===== config.mk =====
export PLATFORM = sky130hd
export DESIGN_NAME = system_config_clock_register_bank
export DESIGN_NICKNAME = d
export VERILOG_FILES = /design/src/sysconfig_pkg.sv /design/src/system_config_clock_register_bank.sv
export SDC_FILE = /design/constraint.sdc
export NUM_CORES = 1
export LEC_CHECK = 0
export BUFFER_PORTS_ARGS = -buffer_cell sky130_fd_sc_hd__buf_4
export CAP_MARGIN = 0
export CORE_MARGIN = 8
export CORE_UTILIZATION = 32
export DETAILED_ROUTE_END_ITERATION = 10
export PLACE_DENSITY = 0.59
export SLEW_MARGIN = 20
export SYNTH_ARGS = -nofsm -noshare
export SYNTH_HDL_FRONTEND = slang
export SYNTH_SLANG_ARGS = --single-unit

===== constraint.sdc =====
create_clock -name clock_i -period 3.2 [get_ports clock_i]
set_input_delay 0.32 -clock clock_i [delete_from_list [all_inputs] [get_ports clock_i]]
set_output_delay 0.32 -clock clock_i [all_outputs]
set_load 0.05 [all_outputs]

===== src/sysconfig_pkg.sv =====
// Constants of the system configuration register bank: map, reset values, field masks, encodings.
// Assumes a 32-bit byte-addressed register bus and one 100 MHz clock.
package sysconfig_pkg;

    // ----------------------------------------------------------------
    // Bank placement and bus answers
    // ----------------------------------------------------------------
    localparam logic [31:0] BANK_BASE = 32'h4004_8000;
    localparam int BANK_LOW_BITS = 14;
    localparam logic [1:0] RESP_OKAY = 2'h0;
    localparam logic [1:0] RESP_SLVERR = 2'h2;
    localparam logic [1:0] RESP_DECERR = 2'h3;
    localparam logic [3:0] FULL_STROBE = 4'hF;

    // ----------------------------------------------------------------
    // Read-write registers: offset, value after reset, writable bits
    // ----------------------------------------------------------------
    localparam int NUM_RW = 24;
    localparam int IDX_REMAP = 0;
    localparam int IDX_PRESET = 1;
    localparam int IDX_PLL_SEL = 6;
    localparam int IDX_PLL_COMMIT = 7;
    localparam int IDX_MAIN_SEL = 8;
    localparam int IDX_MAIN_COMMIT = 9;
    localparam int IDX_BUS_DIV = 10;
    localparam int IDX_GATES = 11;
    localparam int IDX_SPI_DIV = 12;
    localparam int IDX_UART_DIV = 13;
    localparam int IDX_WDT_SEL = 14;
    localparam int IDX_WDT_COMMIT = 15;
    localparam int IDX_WDT_DIV = 16;
    localparam int IDX_EDGE = 19;
    localparam int IDX_ENABLE = 20;
    localparam int IDX_SLEEP = 21;
    localparam int IDX_WAKE = 22;
    localparam int IDX_RUN = 23;
    localparam logic [13:0] RW_OFFSET [NUM_RW] = '{
        14'h000, 14'h004, 14'h008, 14'h020, 14'h024, 14'h028, 14'h040, 14'h044,
        14'h070, 14'h074, 14'h078, 14'h080, 14'h094, 14'h098, 14'h0D0, 14'h0D4,
        14'h0D8, 14'h150, 14'h154, 14'h200, 14'h204, 14'h230, 14'h234, 14'h238};
    localparam logic [31:0] RW_RESET [NUM_RW] = '{
        32'h002, 32'h000, 32'h000, 32'h000, 32'h000, 32'h080, 32'h000, 32'h000,
        32'h000, 32'h000, 32'h001, 32'h85F, 32'h000, 32'h000, 32'h000, 32'h000,
        32'h000, 32'h000, 32'h004, 32'h000, 32'h000, 32'h0000_0000, 32'h0000_EDF0, 32'h0000_EDF0};
    localparam logic [31:0] WAKE_FIELD = 32'h0000_1F01;
    localparam logic [31:0] RW_MASK [NUM_RW] = '{
        32'h003, 32'h001, 32'h07F, 32'h003, 32'h1FF, 32'h0FF, 32'h003, 32'h001,
        32'h003, 32'h001, 32'h0FF, 32'hFFFF, 32'h0FF, 32'h0FF, 32'h003, 32'h001,
        32'h0FF, 32'h01F, 32'h03FF_FFFF, WAKE_FIELD, WAKE_FIELD, 32'hFFFF, 32'hFFFF, 32'hFFFF};

    // ----------------------------------------------------------------
    // Read-only and write-only registers
    // ----------------------------------------------------------------
    localparam logic [13:0] OFF_PLL_LOCK = 14'h00C;
    localparam logic [13:0] OFF_RESET_CAUSE = 14'h030;
    localparam logic [13:0] OFF_POR_CAPTURE = 14'h100;
    localparam logic [13:0] OFF_WAKE_CLEAR = 14'h208;
    localparam logic [13:0] OFF_WAKE_STATUS = 14'h20C;
    localparam logic [13:0] OFF_PART_ID = 14'h3F4;

    // ----------------------------------------------------------------
    // Clock channels and source encodings
    // ----------------------------------------------------------------
    localparam int NUM_SEL = 3;
    localparam int ACT_PLL = 0;
    localparam int ACT_MAIN = 1;
    localparam int ACT_WDT = 2;
    localparam int SEL_IDX [NUM_SEL] = '{IDX_PLL_SEL, IDX_MAIN_SEL, IDX_WDT_SEL};
    localparam int COMMIT_IDX [NUM_SEL] = '{IDX_PLL_COMMIT, IDX_MAIN_COMMIT, IDX_WDT_COMMIT};
    localparam logic [1:0] PLL_SRC_CRYSTAL = 2'h1;
    localparam logic [1:0] MAIN_SRC_RC = 2'h0;
    localparam logic [1:0] MAIN_SRC_PLL_IN = 2'h1;
    localparam logic [1:0] MAIN_SRC_LOWPOWER = 2'h2;
    localparam logic [1:0] MAIN_SRC_PLL_OUT = 2'h3;
    localparam logic [1:0] WDT_SRC_MAIN = 2'h1;
    localparam logic [1:0] WDT_SRC_LOWPOWER = 2'h2;
    localparam int OSC_CRYSTAL = 0;
    localparam int OSC_RC = 1;
    localparam int OSC_LOWPOWER = 2;
    localparam logic [2:0] OSC_RESET = 3'h2;

    // Dividers: 0 bus, 1 serial periph, 2 async serial, 3 watchdog
    localparam int NUM_DIV = 4;
    localparam int DIV_IDX [NUM_DIV] = '{IDX_BUS_DIV, IDX_SPI_DIV, IDX_UART_DIV, IDX_WDT_DIV};

    // Wake-up pins and their status bit positions
    localparam int NUM_WAKE = 6;
    localparam int WAKE_BIT [NUM_WAKE] = '{0, 8, 9, 10, 11, 12};
    localparam int CAUSE_BITS = 5;
endpackage


===== src/system_config_clock_register_bank.sv =====
// System configuration bank: clock source selection with commit, dividers, gating, wake-up start logic.
// Assumes an AXI4-Lite master on clock_i and pins from outside the clock domain.
// How it works
// - Tracks which of crystal, RC and low-power oscillators the main and watchdog clocks use, as one mask.
// - Main clock runs from the internal RC oscillator until software commits another.
// - Bus clock gate register at 0x080 resets to 0x85F and drives gates.
// - Serial, async serial and watchdog dividers at 0x094/0x098/0x0D8 make clock ticks.
// - Registers are aligned 32-bit words; partial or misaligned accesses are refused.
// - Bank decodes relative to base 0x4004_8000.
// - Five port-0 pins and one port-1 pin feed the wake-up start logic.
// - PLL source select 0x040 applies when commit 0x044 goes from 0 to 1.
// - Main source select 0x070 applies when commit 0x074 goes from 0 to 1.
// - Watchdog source select 0x0D0 applies when commit 0x0D4 goes from 0 to 1.
// - Bus clock divider at 0x078 resets to 1.
// - Reset cause status at 0x030 is read-only, zero after reset, sticky.
// - Edge select at 0x200 picks rising or falling edge per wake-up pin.
// - Enable at 0x204 lets each wake-up pin latch an event.
// - Write-only clear at 0x208 clears latched wake-up events.
// - Status at 0x20C reports latched wake-up events.
// - Deep-sleep power-down config at 0x230 resets to zero.
// - Wake and run power-down configs at 0x234/0x238 reset to 0xEDF0.
// - Pin levels are captured once after reset into read-only 0x100.
// - Tick calibration 0x154 resets to 4; brown-out control 0x150 resets to 0.
// - Remap field picks vector source: 0 boot ROM, 1 SRAM, 2/3 flash.
// - Serial periph reset bit holds reset at 0, releases at 1, resets 0.
`timescale 1ns/100ps

module system_config_clock_register_bank #(
    parameter logic [31:0] PART_ID = 32'h0000_5A5A // Arbitrary identifier value
) (
    input wire logic clock_i,
    input wire logic reset_i,
    input wire logic [31:0] awaddr_i,
    input wire logic [2:0] awprot_i,
    input wire logic awvalid_i,
    output logic awready_o,
    input wire logic [31:0] wdata_i,
    input wire logic [3:0] wstrb_i,
    input wire logic wvalid_i,
    output logic wready_o,
    output logic [1:0] bresp_o,
    output logic bvalid_o,
    input wire logic bready_i,
    input wire logic [31:0] araddr_i,
    input wire logic [2:0] arprot_i,
    input wire logic arvalid_i,
    output logic arready_o,
    output logic [31:0] rdata_o,
    output logic [1:0] rresp_o,
    output logic rvalid_o,
    input wire logic rready_i,
    input wire logic pll_locked_i,
    input wire logic [sysconfig_pkg::CAUSE_BITS-1:0] reset_event_i,
    input wire logic [31:0] por_pins_i,
    input wire logic [sysconfig_pkg::NUM_WAKE-1:0] wake_pins_i,
    output logic [1:0] pll_source_o,
    output logic [1:0] main_source_o,
    output logic [1:0] watchdog_source_o,
    output logic [2:0] osc_in_use_o,
    output logic [31:0] bus_clock_gates_o,
    output logic [sysconfig_pkg::NUM_DIV-1:0] periph_tick_o,
    output logic spi_reset_release_o,
    output logic [1:0] vector_remap_o,
    output logic [31:0] powerdown_run_o,
    output logic [31:0] powerdown_sleep_o,
    output logic [31:0] powerdown_wake_o,
    output logic wakeup_o
);
    import sysconfig_pkg::*;

    typedef struct packed {
        logic [NUM_RW-1:0][31:0] rw;
        logic [NUM_SEL-1:0][1:0] act;
        logic [2:0] osc_use;
        logic [CAUSE_BITS-1:0] cause;
        logic [31:0] por_cap;
        logic por_done;
        logic [2:0] lock_sync;
        logic lock;
        logic [NUM_WAKE-1:0][2:0] wake_sync;
        logic [NUM_WAKE-1:0] wake_lvl;
        logic [12:0] wake_stat;
        logic [NUM_DIV-1:0][7:0] div_cnt;
        logic [NUM_DIV-1:0] tick;
        logic aw_held;
        logic w_held;
        logic [31:0] aw_addr;
        logic [31:0] w_data;
        logic [3:0] w_strb;
        logic bvalid;
        logic [1:0] bresp;
        logic rvalid;
        logic [1:0] rresp;
        logic [31:0] rdata;
    } state_type;

    state_type st;
    state_type nxt;
    logic [31:0] wr_addr;
    logic [31:0] wr_data;
    logic [3:0] wr_strb;
    logic have_aw;
    logic have_w;
    logic do_write;
    logic wr_in_bank;
    logic wr_ok;
    logic rd_in_bank;
    logic [12:0] clear_bits;
    logic [12:0] wake_set;
    logic [NUM_WAKE-1:0] wake_settled;
    logic [NUM_WAKE-1:0] wake_hit;
    logic [NUM_DIV-1:0] div_wrap;
    logic [NUM_DIV-1:0][7:0] div_cnt_new;
    logic [NUM_SEL-1:0] commit_rise;

    // ----------------------------------------------------------------
    // Helpers
    // ----------------------------------------------------------------
    function automatic state_type reset_state();
        state_type s;
        s = '0;
        for (int k = 0; k < NUM_RW; k++) begin
            s.rw[k] = RW_RESET[k];
        end
        s.osc_use = OSC_RESET;
        return s;
    endfunction

    // Which oscillators the committed selections keep busy
    function automatic logic [2:0] osc_mask(input logic [NUM_SEL-1:0][1:0] a);
        logic [2:0] m;
        logic [2:0] pll_osc;
        logic [2:0] main_osc;
        m = '0;
        pll_osc = '0;
        main_osc = '0;
        if (a[ACT_PLL] == PLL_SRC_CRYSTAL) begin
            pll_osc[OSC_CRYSTAL] = 1'b1;
        end else begin
            pll_osc[OSC_RC] = 1'b1;
        end
        case (a[ACT_MAIN])
            MAIN_SRC_PLL_IN, MAIN_SRC_PLL_OUT: main_osc = pll_osc;
            MAIN_SRC_LOWPOWER: main_osc[OSC_LOWPOWER] = 1'b1;
            default: main_osc[OSC_RC] = 1'b1;
        endcase
        case (a[ACT_WDT])
            WDT_SRC_MAIN: m = main_osc;
            WDT_SRC_LOWPOWER: m[OSC_LOWPOWER] = 1'b1;
            default: m[OSC_RC] = 1'b1;
        endcase
        return m | main_osc;
    endfunction

    function automatic logic [31:0] read_word(input state_type s, input logic [13:0] off, input logic [31:0] id);
        logic [31:0] w;
        w = '0;
        for (int k = 0; k < NUM_RW; k++) begin
            if (off == RW_OFFSET[k]) begin
                w = s.rw[k];
            end
        end
        if (off == OFF_PLL_LOCK) begin
            w = {31'h0, s.lock};
        end
        if (off == OFF_RESET_CAUSE) begin
            w = {{(32 - CAUSE_BITS){1'b0}}, s.cause};
        end
        if (off == OFF_POR_CAPTURE) begin
            w = s.por_cap;
        end
        if (off == OFF_WAKE_STATUS) begin
            w = {19'h0, s.wake_stat};
        end
        if (off == OFF_PART_ID) begin
            w = id;
        end
        return w;
    endfunction

    // ----------------------------------------------------------------
    // Wake-up pins: three-stage synchroniser, edge detect
    // ----------------------------------------------------------------
    // A change counts only once stages two and three agree.
    for (genvar g = 0; g < NUM_WAKE; g++) begin : g_wake
        assign wake_settled[g] = st.wake_sync[g][1] == st.wake_sync[g][2];
        assign wake_hit[g] = wake_settled[g] && (st.wake_sync[g][2] != st.wake_lvl[g])
            && st.rw[IDX_ENABLE][WAKE_BIT[g]]
            && (st.rw[IDX_EDGE][WAKE_BIT[g]] == st.wake_sync[g][2]);
    end

    // ----------------------------------------------------------------
    // Peripheral dividers
    // ----------------------------------------------------------------
    // Divide value 0 stops the tick; N gives one tick every N cycles.
    for (genvar g = 0; g < NUM_DIV; g++) begin : g_div
        assign div_wrap[g] = (st.rw[DIV_IDX[g]][7:0] != 8'h00)
            && (st.div_cnt[g] >= st.rw[DIV_IDX[g]][7:0] - 8'h01);
        assign div_cnt_new[g] = (div_wrap[g] || st.rw[DIV_IDX[g]][7:0] == 8'h00) ? 8'h00 : st.div_cnt[g] + 8'h01;
    end

    // ----------------------------------------------------------------
    // Bus handshakes
    // ----------------------------------------------------------------
    assign awready_o = !st.aw_held && !st.bvalid;
    assign wready_o = !st.w_held && !st.bvalid;
    assign arready_o = !st.rvalid;

    // ----------------------------------------------------------------
    // Next state
    // ----------------------------------------------------------------
    always_comb begin
        nxt = st;
        wr_addr = st.aw_held ? st.aw_addr : awaddr_i;
        wr_data = st.w_held ? st.w_data : wdata_i;
        wr_strb = st.w_held ? st.w_strb : wstrb_i;
        have_aw = st.aw_held | (awvalid_i & awready_o);
        have_w = st.w_held | (wvalid_i & wready_o);
        do_write = have_aw & have_w & !st.bvalid;
        wr_in_bank = wr_addr[31:BANK_LOW_BITS] == BANK_BASE[31:BANK_LOW_BITS];
        wr_ok = wr_in_bank && (wr_addr[1:0] == 2'b00) && (wr_strb == FULL_STROBE);
        rd_in_bank = araddr_i[31:BANK_LOW_BITS] == BANK_BASE[31:BANK_LOW_BITS];
        clear_bits = '0;
        wake_set = '0;
        commit_rise = '0;

        if (awvalid_i && awready_o) begin
            nxt.aw_addr = awaddr_i;
        end
        if (wvalid_i && wready_o) begin
            nxt.w_data = wdata_i;
            nxt.w_strb = wstrb_i;
        end
        nxt.aw_held = have_aw & !do_write;
        nxt.w_held = have_w & !do_write;
        if (st.bvalid && bready_i) begin
            nxt.bvalid = 1'b0;
        end
        if (do_write) begin
            nxt.bvalid = 1'b1;
            nxt.bresp = !wr_in_bank ? RESP_DECERR : (wr_ok ? RESP_OKAY : RESP_SLVERR);
            if (wr_ok) begin
                for (int k = 0; k < NUM_RW; k++) begin
                    if (wr_addr[13:0] == RW_OFFSET[k]) begin
                        nxt.rw[k] = wr_data & RW_MASK[k];
                    end
                end
                if (wr_addr[13:0] == OFF_WAKE_CLEAR) begin
                    clear_bits = wr_data[12:0] & WAKE_FIELD[12:0];
                end
            end
        end

        // Selection only takes effect on a 0 to 1 step of its commit bit
        for (int c = 0; c < NUM_SEL; c++) begin
            commit_rise[c] = !st.rw[COMMIT_IDX[c]][0] && nxt.rw[COMMIT_IDX[c]][0];
            if (commit_rise[c]) begin
                nxt.act[c] = nxt.rw[SEL_IDX[c]][1:0];
            end
        end
        nxt.osc_use = osc_mask(nxt.act);

        if (st.rvalid && rready_i) begin
            nxt.rvalid = 1'b0;
        end
        if (arvalid_i && arready_o) begin
            nxt.rvalid = 1'b1;
            if (!rd_in_bank) begin
                nxt.rresp = RESP_DECERR;
                nxt.rdata = '0;
            end else if (araddr_i[1:0] != 2'b00) begin
                nxt.rresp = RESP_SLVERR;
                nxt.rdata = '0;
            end else begin
                nxt.rresp = RESP_OKAY;
                nxt.rdata = read_word(st, araddr_i[13:0], PART_ID);
            end
        end

        nxt.lock_sync = {st.lock_sync[1:0], pll_locked_i};
        if (st.lock_sync[1] == st.lock_sync[2]) begin
            nxt.lock = st.lock_sync[2];
        end
        for (int g = 0; g < NUM_WAKE; g++) begin
            nxt.wake_sync[g] = {st.wake_sync[g][1:0], wake_pins_i[g]};
            if (wake_settled[g]) begin
                nxt.wake_lvl[g] = st.wake_sync[g][2];
            end
            wake_set[WAKE_BIT[g]] = wake_hit[g];
        end
        // An event in the clearing cycle survives the clear
        nxt.wake_stat = (st.wake_stat & ~clear_bits) | wake_set;

        nxt.cause = st.cause | reset_event_i;
        if (!st.por_done) begin
            nxt.por_cap = por_pins_i;
            nxt.por_done = 1'b1;
        end
        nxt.div_cnt = div_cnt_new;
        nxt.tick = div_wrap;

        if (reset_i) begin
            nxt = reset_state();
        end
    end

    always_ff @(posedge clock_i) begin
        st <= nxt;
    end

    // ----------------------------------------------------------------
    // Outputs
    // ----------------------------------------------------------------
    assign bresp_o = st.bresp;
    assign bvalid_o = st.bvalid;
    assign rdata_o = st.rdata;
    assign rresp_o = st.rresp;
    assign rvalid_o = st.rvalid;
    assign pll_source_o = st.act[ACT_PLL];
    assign main_source_o = st.act[ACT_MAIN];
    assign watchdog_source_o = st.act[ACT_WDT];
    assign osc_in_use_o = st.osc_use;
    assign bus_clock_gates_o = st.rw[IDX_GATES];
    assign periph_tick_o = st.tick;
    assign spi_reset_release_o = st.rw[IDX_PRESET][0];
    assign vector_remap_o = st.rw[IDX_REMAP][1:0];
    assign powerdown_run_o = st.rw[IDX_RUN];
    assign powerdown_sleep_o = st.rw[IDX_SLEEP];
    assign powerdown_wake_o = st.rw[IDX_WAKE];
    assign wakeup_o = |st.wake_stat;
endmodule


==> out/qor.log <==
[routing] total wire length after detailed routing 70.2 mm
[finish] most frequent cells in the layout sky130_fd_sc_hd__dfxtp_1 (393), sky130_fd_sc_hd__buf_4 (345), sky130_fd_sc_hd__nand2_1 (297)
[setup_path] setup slack, reg-to-reg 200 ps
[global_route] via count of the first global-routing pass 17,000
[routing] total number of vias 17,600
[finish] share of cells above drive strength 1 18.6%
[sta] Final Slew Violations 0
[setup_path] data arrival time of the critical path 3510 ps
[job] max capacitance violation total 0
[routing] First-pass DRT Iterations 7
[yosys] Yosys reg bits 396
[global_route] GRT busiest layer met2
[clock_network] clock latency of the later-clocked register in the worst-skew pair 600 ps
[yosys] Synth Cell Area 19,500 µm²
[sta] final setup fails 0
[clock_network] # clock sinks 396
[global_route] GR Util All Layers 19.3%
[power] highest ir drop seen on vdd 0.410 mV
[floorplan] die outline area 69,100 µm²
[setup_path] maximum fanout encountered on the critical timing path 3
[yosys] cell type contributing the most total cell area after synthesis sky130_fd_sc_hd__dfxtp_1
[sta] setup TNS after final layout 0 ps
[outcome] run status complete, no violations
[power] pwr/cell area 481 nW/µm²
[global_route] first-pass GRT wire length 105 mm
[finish] number of nets in the finished design 2,764
[setup_path] Setup crit end kind flip-flop
[yosys] leading post-synthesis cells by cell area sky130_fd_sc_hd__dfxtp_1 (41%), sky130_fd_sc_hd__buf_4 (7.2%), sky130_fd_sc_hd__nand2_1 (5.7%), sky130_fd_sc_hd__mux2i_1 (5.6%), sky130_fd_sc_hd__nor2_1 (4.9%)
[clock_network] CTS tree built
[global_route] largest net degree at the start of global routing 199
[global_route] total grt overflow 0
[clock_network] Clock transition at path regs 60 ps
[clock_network] total CTS buffers 47
[worst_hold_path] path category of the worst min-delay check primary input to flip-flop
[yosys] total number of yosys warnings 0
[power] leakage power figure 9.86 nW
[setup_path] path type of the worst setup path primary input to flip-flop
[place] Final HPWL DP 52.3 mm
[sta] unrepaired setup endpoints after global routing false
[yosys] Yosys top cell area share 40.7%
[yosys] proportion of synthesized flip-flops having asynchronous set or reset 0%
[floorplan] core area 60,400 µm²
[setup_path] Critical R2R Capture osc_in_use_o[2]$_SDFF_PP0_
[routing] number of DRC markers in iteration 0 1,535
[sta] Hold Worst Slack 60.8 ps
[global_route] grt met3 use 4.94%
[finish] most common cell after layout, fill and taps aside sky130_fd_sc_hd__dfxtp_1
[clock_network] cell chosen for the clock root sky130_fd_sc_hd__clkbuf_16
[global_route] met1 global-route usage 25.5%
[routing] DRC violation count after routing 0
[sta] number of failing hold endpoints at the final stage 0
[yosys] Most used DFF post-synth sky130_fd_sc_hd__dfxtp_1
[setup_path] cells on worst reg2reg path 10
[yosys] sequential-to-total area share from yosys stat 40.7%
[yosys] count of flip-flops with a built-in enable after synthesis 0
[routing] number of routed nets with antenna violations 0
[floorplan] num ports 343
[sta] slew at the pin closest to its max-slew limit 1180 ps
[clock_network] Max Buffers Root-to-Sink 3
[yosys] mean post-synth cell area 8.46 µm²
[sta] Period minus WS final 3010 ps
[place] buffers added on ports 266
[place] Routability Congestion 0.918
[worst_hold_path] beginning of the worst hold path bready_i
[sta] worst slew slack as a fraction of its limit 21.3%
[floorplan] chip height 263 µm
[setup_path] CP Capture Point osc_in_use_o[2]$_SDFF_PP0_
[clock_network] number of post-CTS setup repair buffers 0
[finish] Final Core Density 39.9%
[setup_path] required time of the worst setup path 3710 ps
[floorplan] initial core utilization 32.3%
[setup_path] launching element of the worst setup path awaddr_i[10]
[sta] maximum operating frequency 333 MHz
[finish] area grow syn2layout 23.7%
[global_route] met2 Track Usage GR 30.5%
[global_route] initial antenna violation count 2
[yosys] count of different cell masters after synthesis 80
[setup_path] launching element type of the critical path primary input
[clock_network] CTS HTree Levels 2
[routing] routed length per instance 20.8 µm
[yosys] number of instances in the synthesized netlist 2,304
[sta] fraction of the cycle the final worst path needs 93.9%
[sta] worst clock skew on the final layout 25.5 ps
[routing] vias per cell 5.20
[floorplan] die extent in x 263 µm
[setup_path] Critical R2R Launch st[84]$_SDFFE_PP0P_
[floorplan] number of standard-cell rows in the floorplan 90
[cell families (layout without fill, tap and decap cells)]
logic type | count (synthesis) | in the layout | share of synthesized area [%]
flip-flops | 396 | 396 | 40.7
adder cells (fa/ha/maj) | 42 | 42 | 2.70
multiplexers | 129 | 129 | 6.75
other | 1 | 65 | 0.0192
AO/OA/AOI/OAI | 479 | 479 | 15.8
XOR/XNOR | 49 | 49 | 2.20
buffers and inverters | 340 | 570 | 10.3
AND/OR/NAND/NOR | 868 | 868 | 21.5
[registers in the layout, indices dropped and copies added, names as in the netlist]
signal,flops
vector_remap_o,2
spi_reset_release_o,1
st,278
main_source_o,2
periph_tick_o,4
bvalid_o,1
rvalid_o,1
powerdown_wake_o,16
rdata_o,32
rresp_o,2
powerdown_run_o,16
bus_clock_gates_o,16
pll_source_o,2
osc_in_use_o,3
watchdog_source_o,2
powerdown_sleep_o,16
bresp_o,2
[through the flow]
step / total power, W / std cells / area [µm²] / worst slack [ps]
global route: 0.0120 / 3380 / 24100 / 15.1
global placement: 0.00628 / 3191 / 21500 / 29.8
finish: 0.0116 / 3380 / 24100 / 195
detailed placement: 0.00630 / 3191 / 21500 / 35.2
CTS: 0.0117 / 3379 / 24100 / 99.4
floorplan: 0.00593 / 2367 / 19700 / 376
[how the worst min path moves through the flow]
stage,endpoint,cells past startpoint
after CTS,bvalid_o$_SDFFE_PP0P_,4
after detailed placement,st[176]$_SDFF_PP0_,1
after global placement,rdata_o[10]$_SDFFE_PP0P_,2
after global routing,bvalid_o$_SDFFE_PP0P_,4
final,bvalid_o$_SDFFE_PP0P_,4
after floorplan,st[164]$_SDFF_PP0_,1
[routing by layer]
layer | up-vias | part of all wire [%]
met5 | - | 0
met4 | 0 | 3.0
met3 | 108 | 8.1
met2 | 649 | 44
met1 | 8389 | 45
li1 | 8423 | -
[critical path: stages]
cell                            delay, ps
sky130_fd_sc_hd__dlygate4sd3_1        540
sky130_fd_sc_hd__buf_4                140
sky130_fd_sc_hd__nor4_2               350
sky130_fd_sc_hd__a32o_1               250
sky130_fd_sc_hd__and4b_1              340
sky130_fd_sc_hd__nor4b_1              270
sky130_fd_sc_hd__buf_4                170
sky130_fd_sc_hd__mux2_2               340
sky130_fd_sc_hd__mux2i_1              200
sky130_fd_sc_hd__inv_1                 70
sky130_fd_sc_hd__ha_1                 280
sky130_fd_sc_hd__o32ai_1              250
[power breakdown]
group          internal, W  switching [W]
clock              0.00312        0.00216
combinational     0.000426       0.000774
sequential         0.00504      0.0000786
total              0.00858        0.00301
[area by class of cell]
cell class	count	area (µm²)
fill	6063	36200
sequential	396	7930
inverter	33	124
timing repair buffer	456	3740
multi-input combinational	1631	9830
clock inverter	13	184
clock buffer	68	1330
tap	782	978
antenna	1	2.50
[cells in the mapped netlist (5+ instances only)]
library cell and instances:
sky130_fd_sc_hd__dfxtp_1 396, sky130_fd_sc_hd__nand2_1 297, sky130_fd_sc_hd__nor2_1 254, sky130_fd_sc_hd__a21oi_1 188, sky130_fd_sc_hd__buf_4 188, sky130_fd_sc_hd__mux2i_1 109
sky130_fd_sc_hd__clkbuf_1 92, sky130_fd_sc_hd__a211oi_1 74, sky130_fd_sc_hd__nor3_1 61, sky130_fd_sc_hd__nand3_1 60, sky130_fd_sc_hd__ha_1 42, sky130_fd_sc_hd__o211ai_1 37
sky130_fd_sc_hd__o21ai_0 37, sky130_fd_sc_hd__a22oi_1 33, sky130_fd_sc_hd__inv_1 32, sky130_fd_sc_hd__nor2b_1 31, sky130_fd_sc_hd__xnor2_1 31, sky130_fd_sc_hd__nor4_1 21
sky130_fd_sc_hd__buf_2 20, sky130_fd_sc_hd__mux2_2 20, sky130_fd_sc_hd__xor2_1 18, sky130_fd_sc_hd__and3_1 17, sky130_fd_sc_hd__a21o_1 14, sky130_fd_sc_hd__a31oi_1 14
sky130_fd_sc_hd__nand4_1 13, sky130_fd_sc_hd__a221oi_1 12, sky130_fd_sc_hd__a222oi_1 11, sky130_fd_sc_hd__and2_1 11, sky130_fd_sc_hd__nor4b_1 11, sky130_fd_sc_hd__and4b_1 9
sky130_fd_sc_hd__nand2b_1 9, sky130_fd_sc_hd__or2_2 9, sky130_fd_sc_hd__nor3b_1 8, sky130_fd_sc_hd__o21ai_1 8, sky130_fd_sc_hd__o22ai_1 8, sky130_fd_sc_hd__nor3_2 7
sky130_fd_sc_hd__o2111ai_1 7, sky130_fd_sc_hd__buf_1 6, sky130_fd_sc_hd__or3_1 6, sky130_fd_sc_hd__a2111oi_0 5, sky130_fd_sc_hd__nand4b_1 5, sky130_fd_sc_hd__o221ai_1 5
[repair_timing]
item	in CTS	in global routing
endpoints found under the setup margin	0	39
endpoints found under the hold margin	107	0
resized for setup	0	6
hold buffers	107	0
Note: power is estimated with default switching activity, not from simulation.
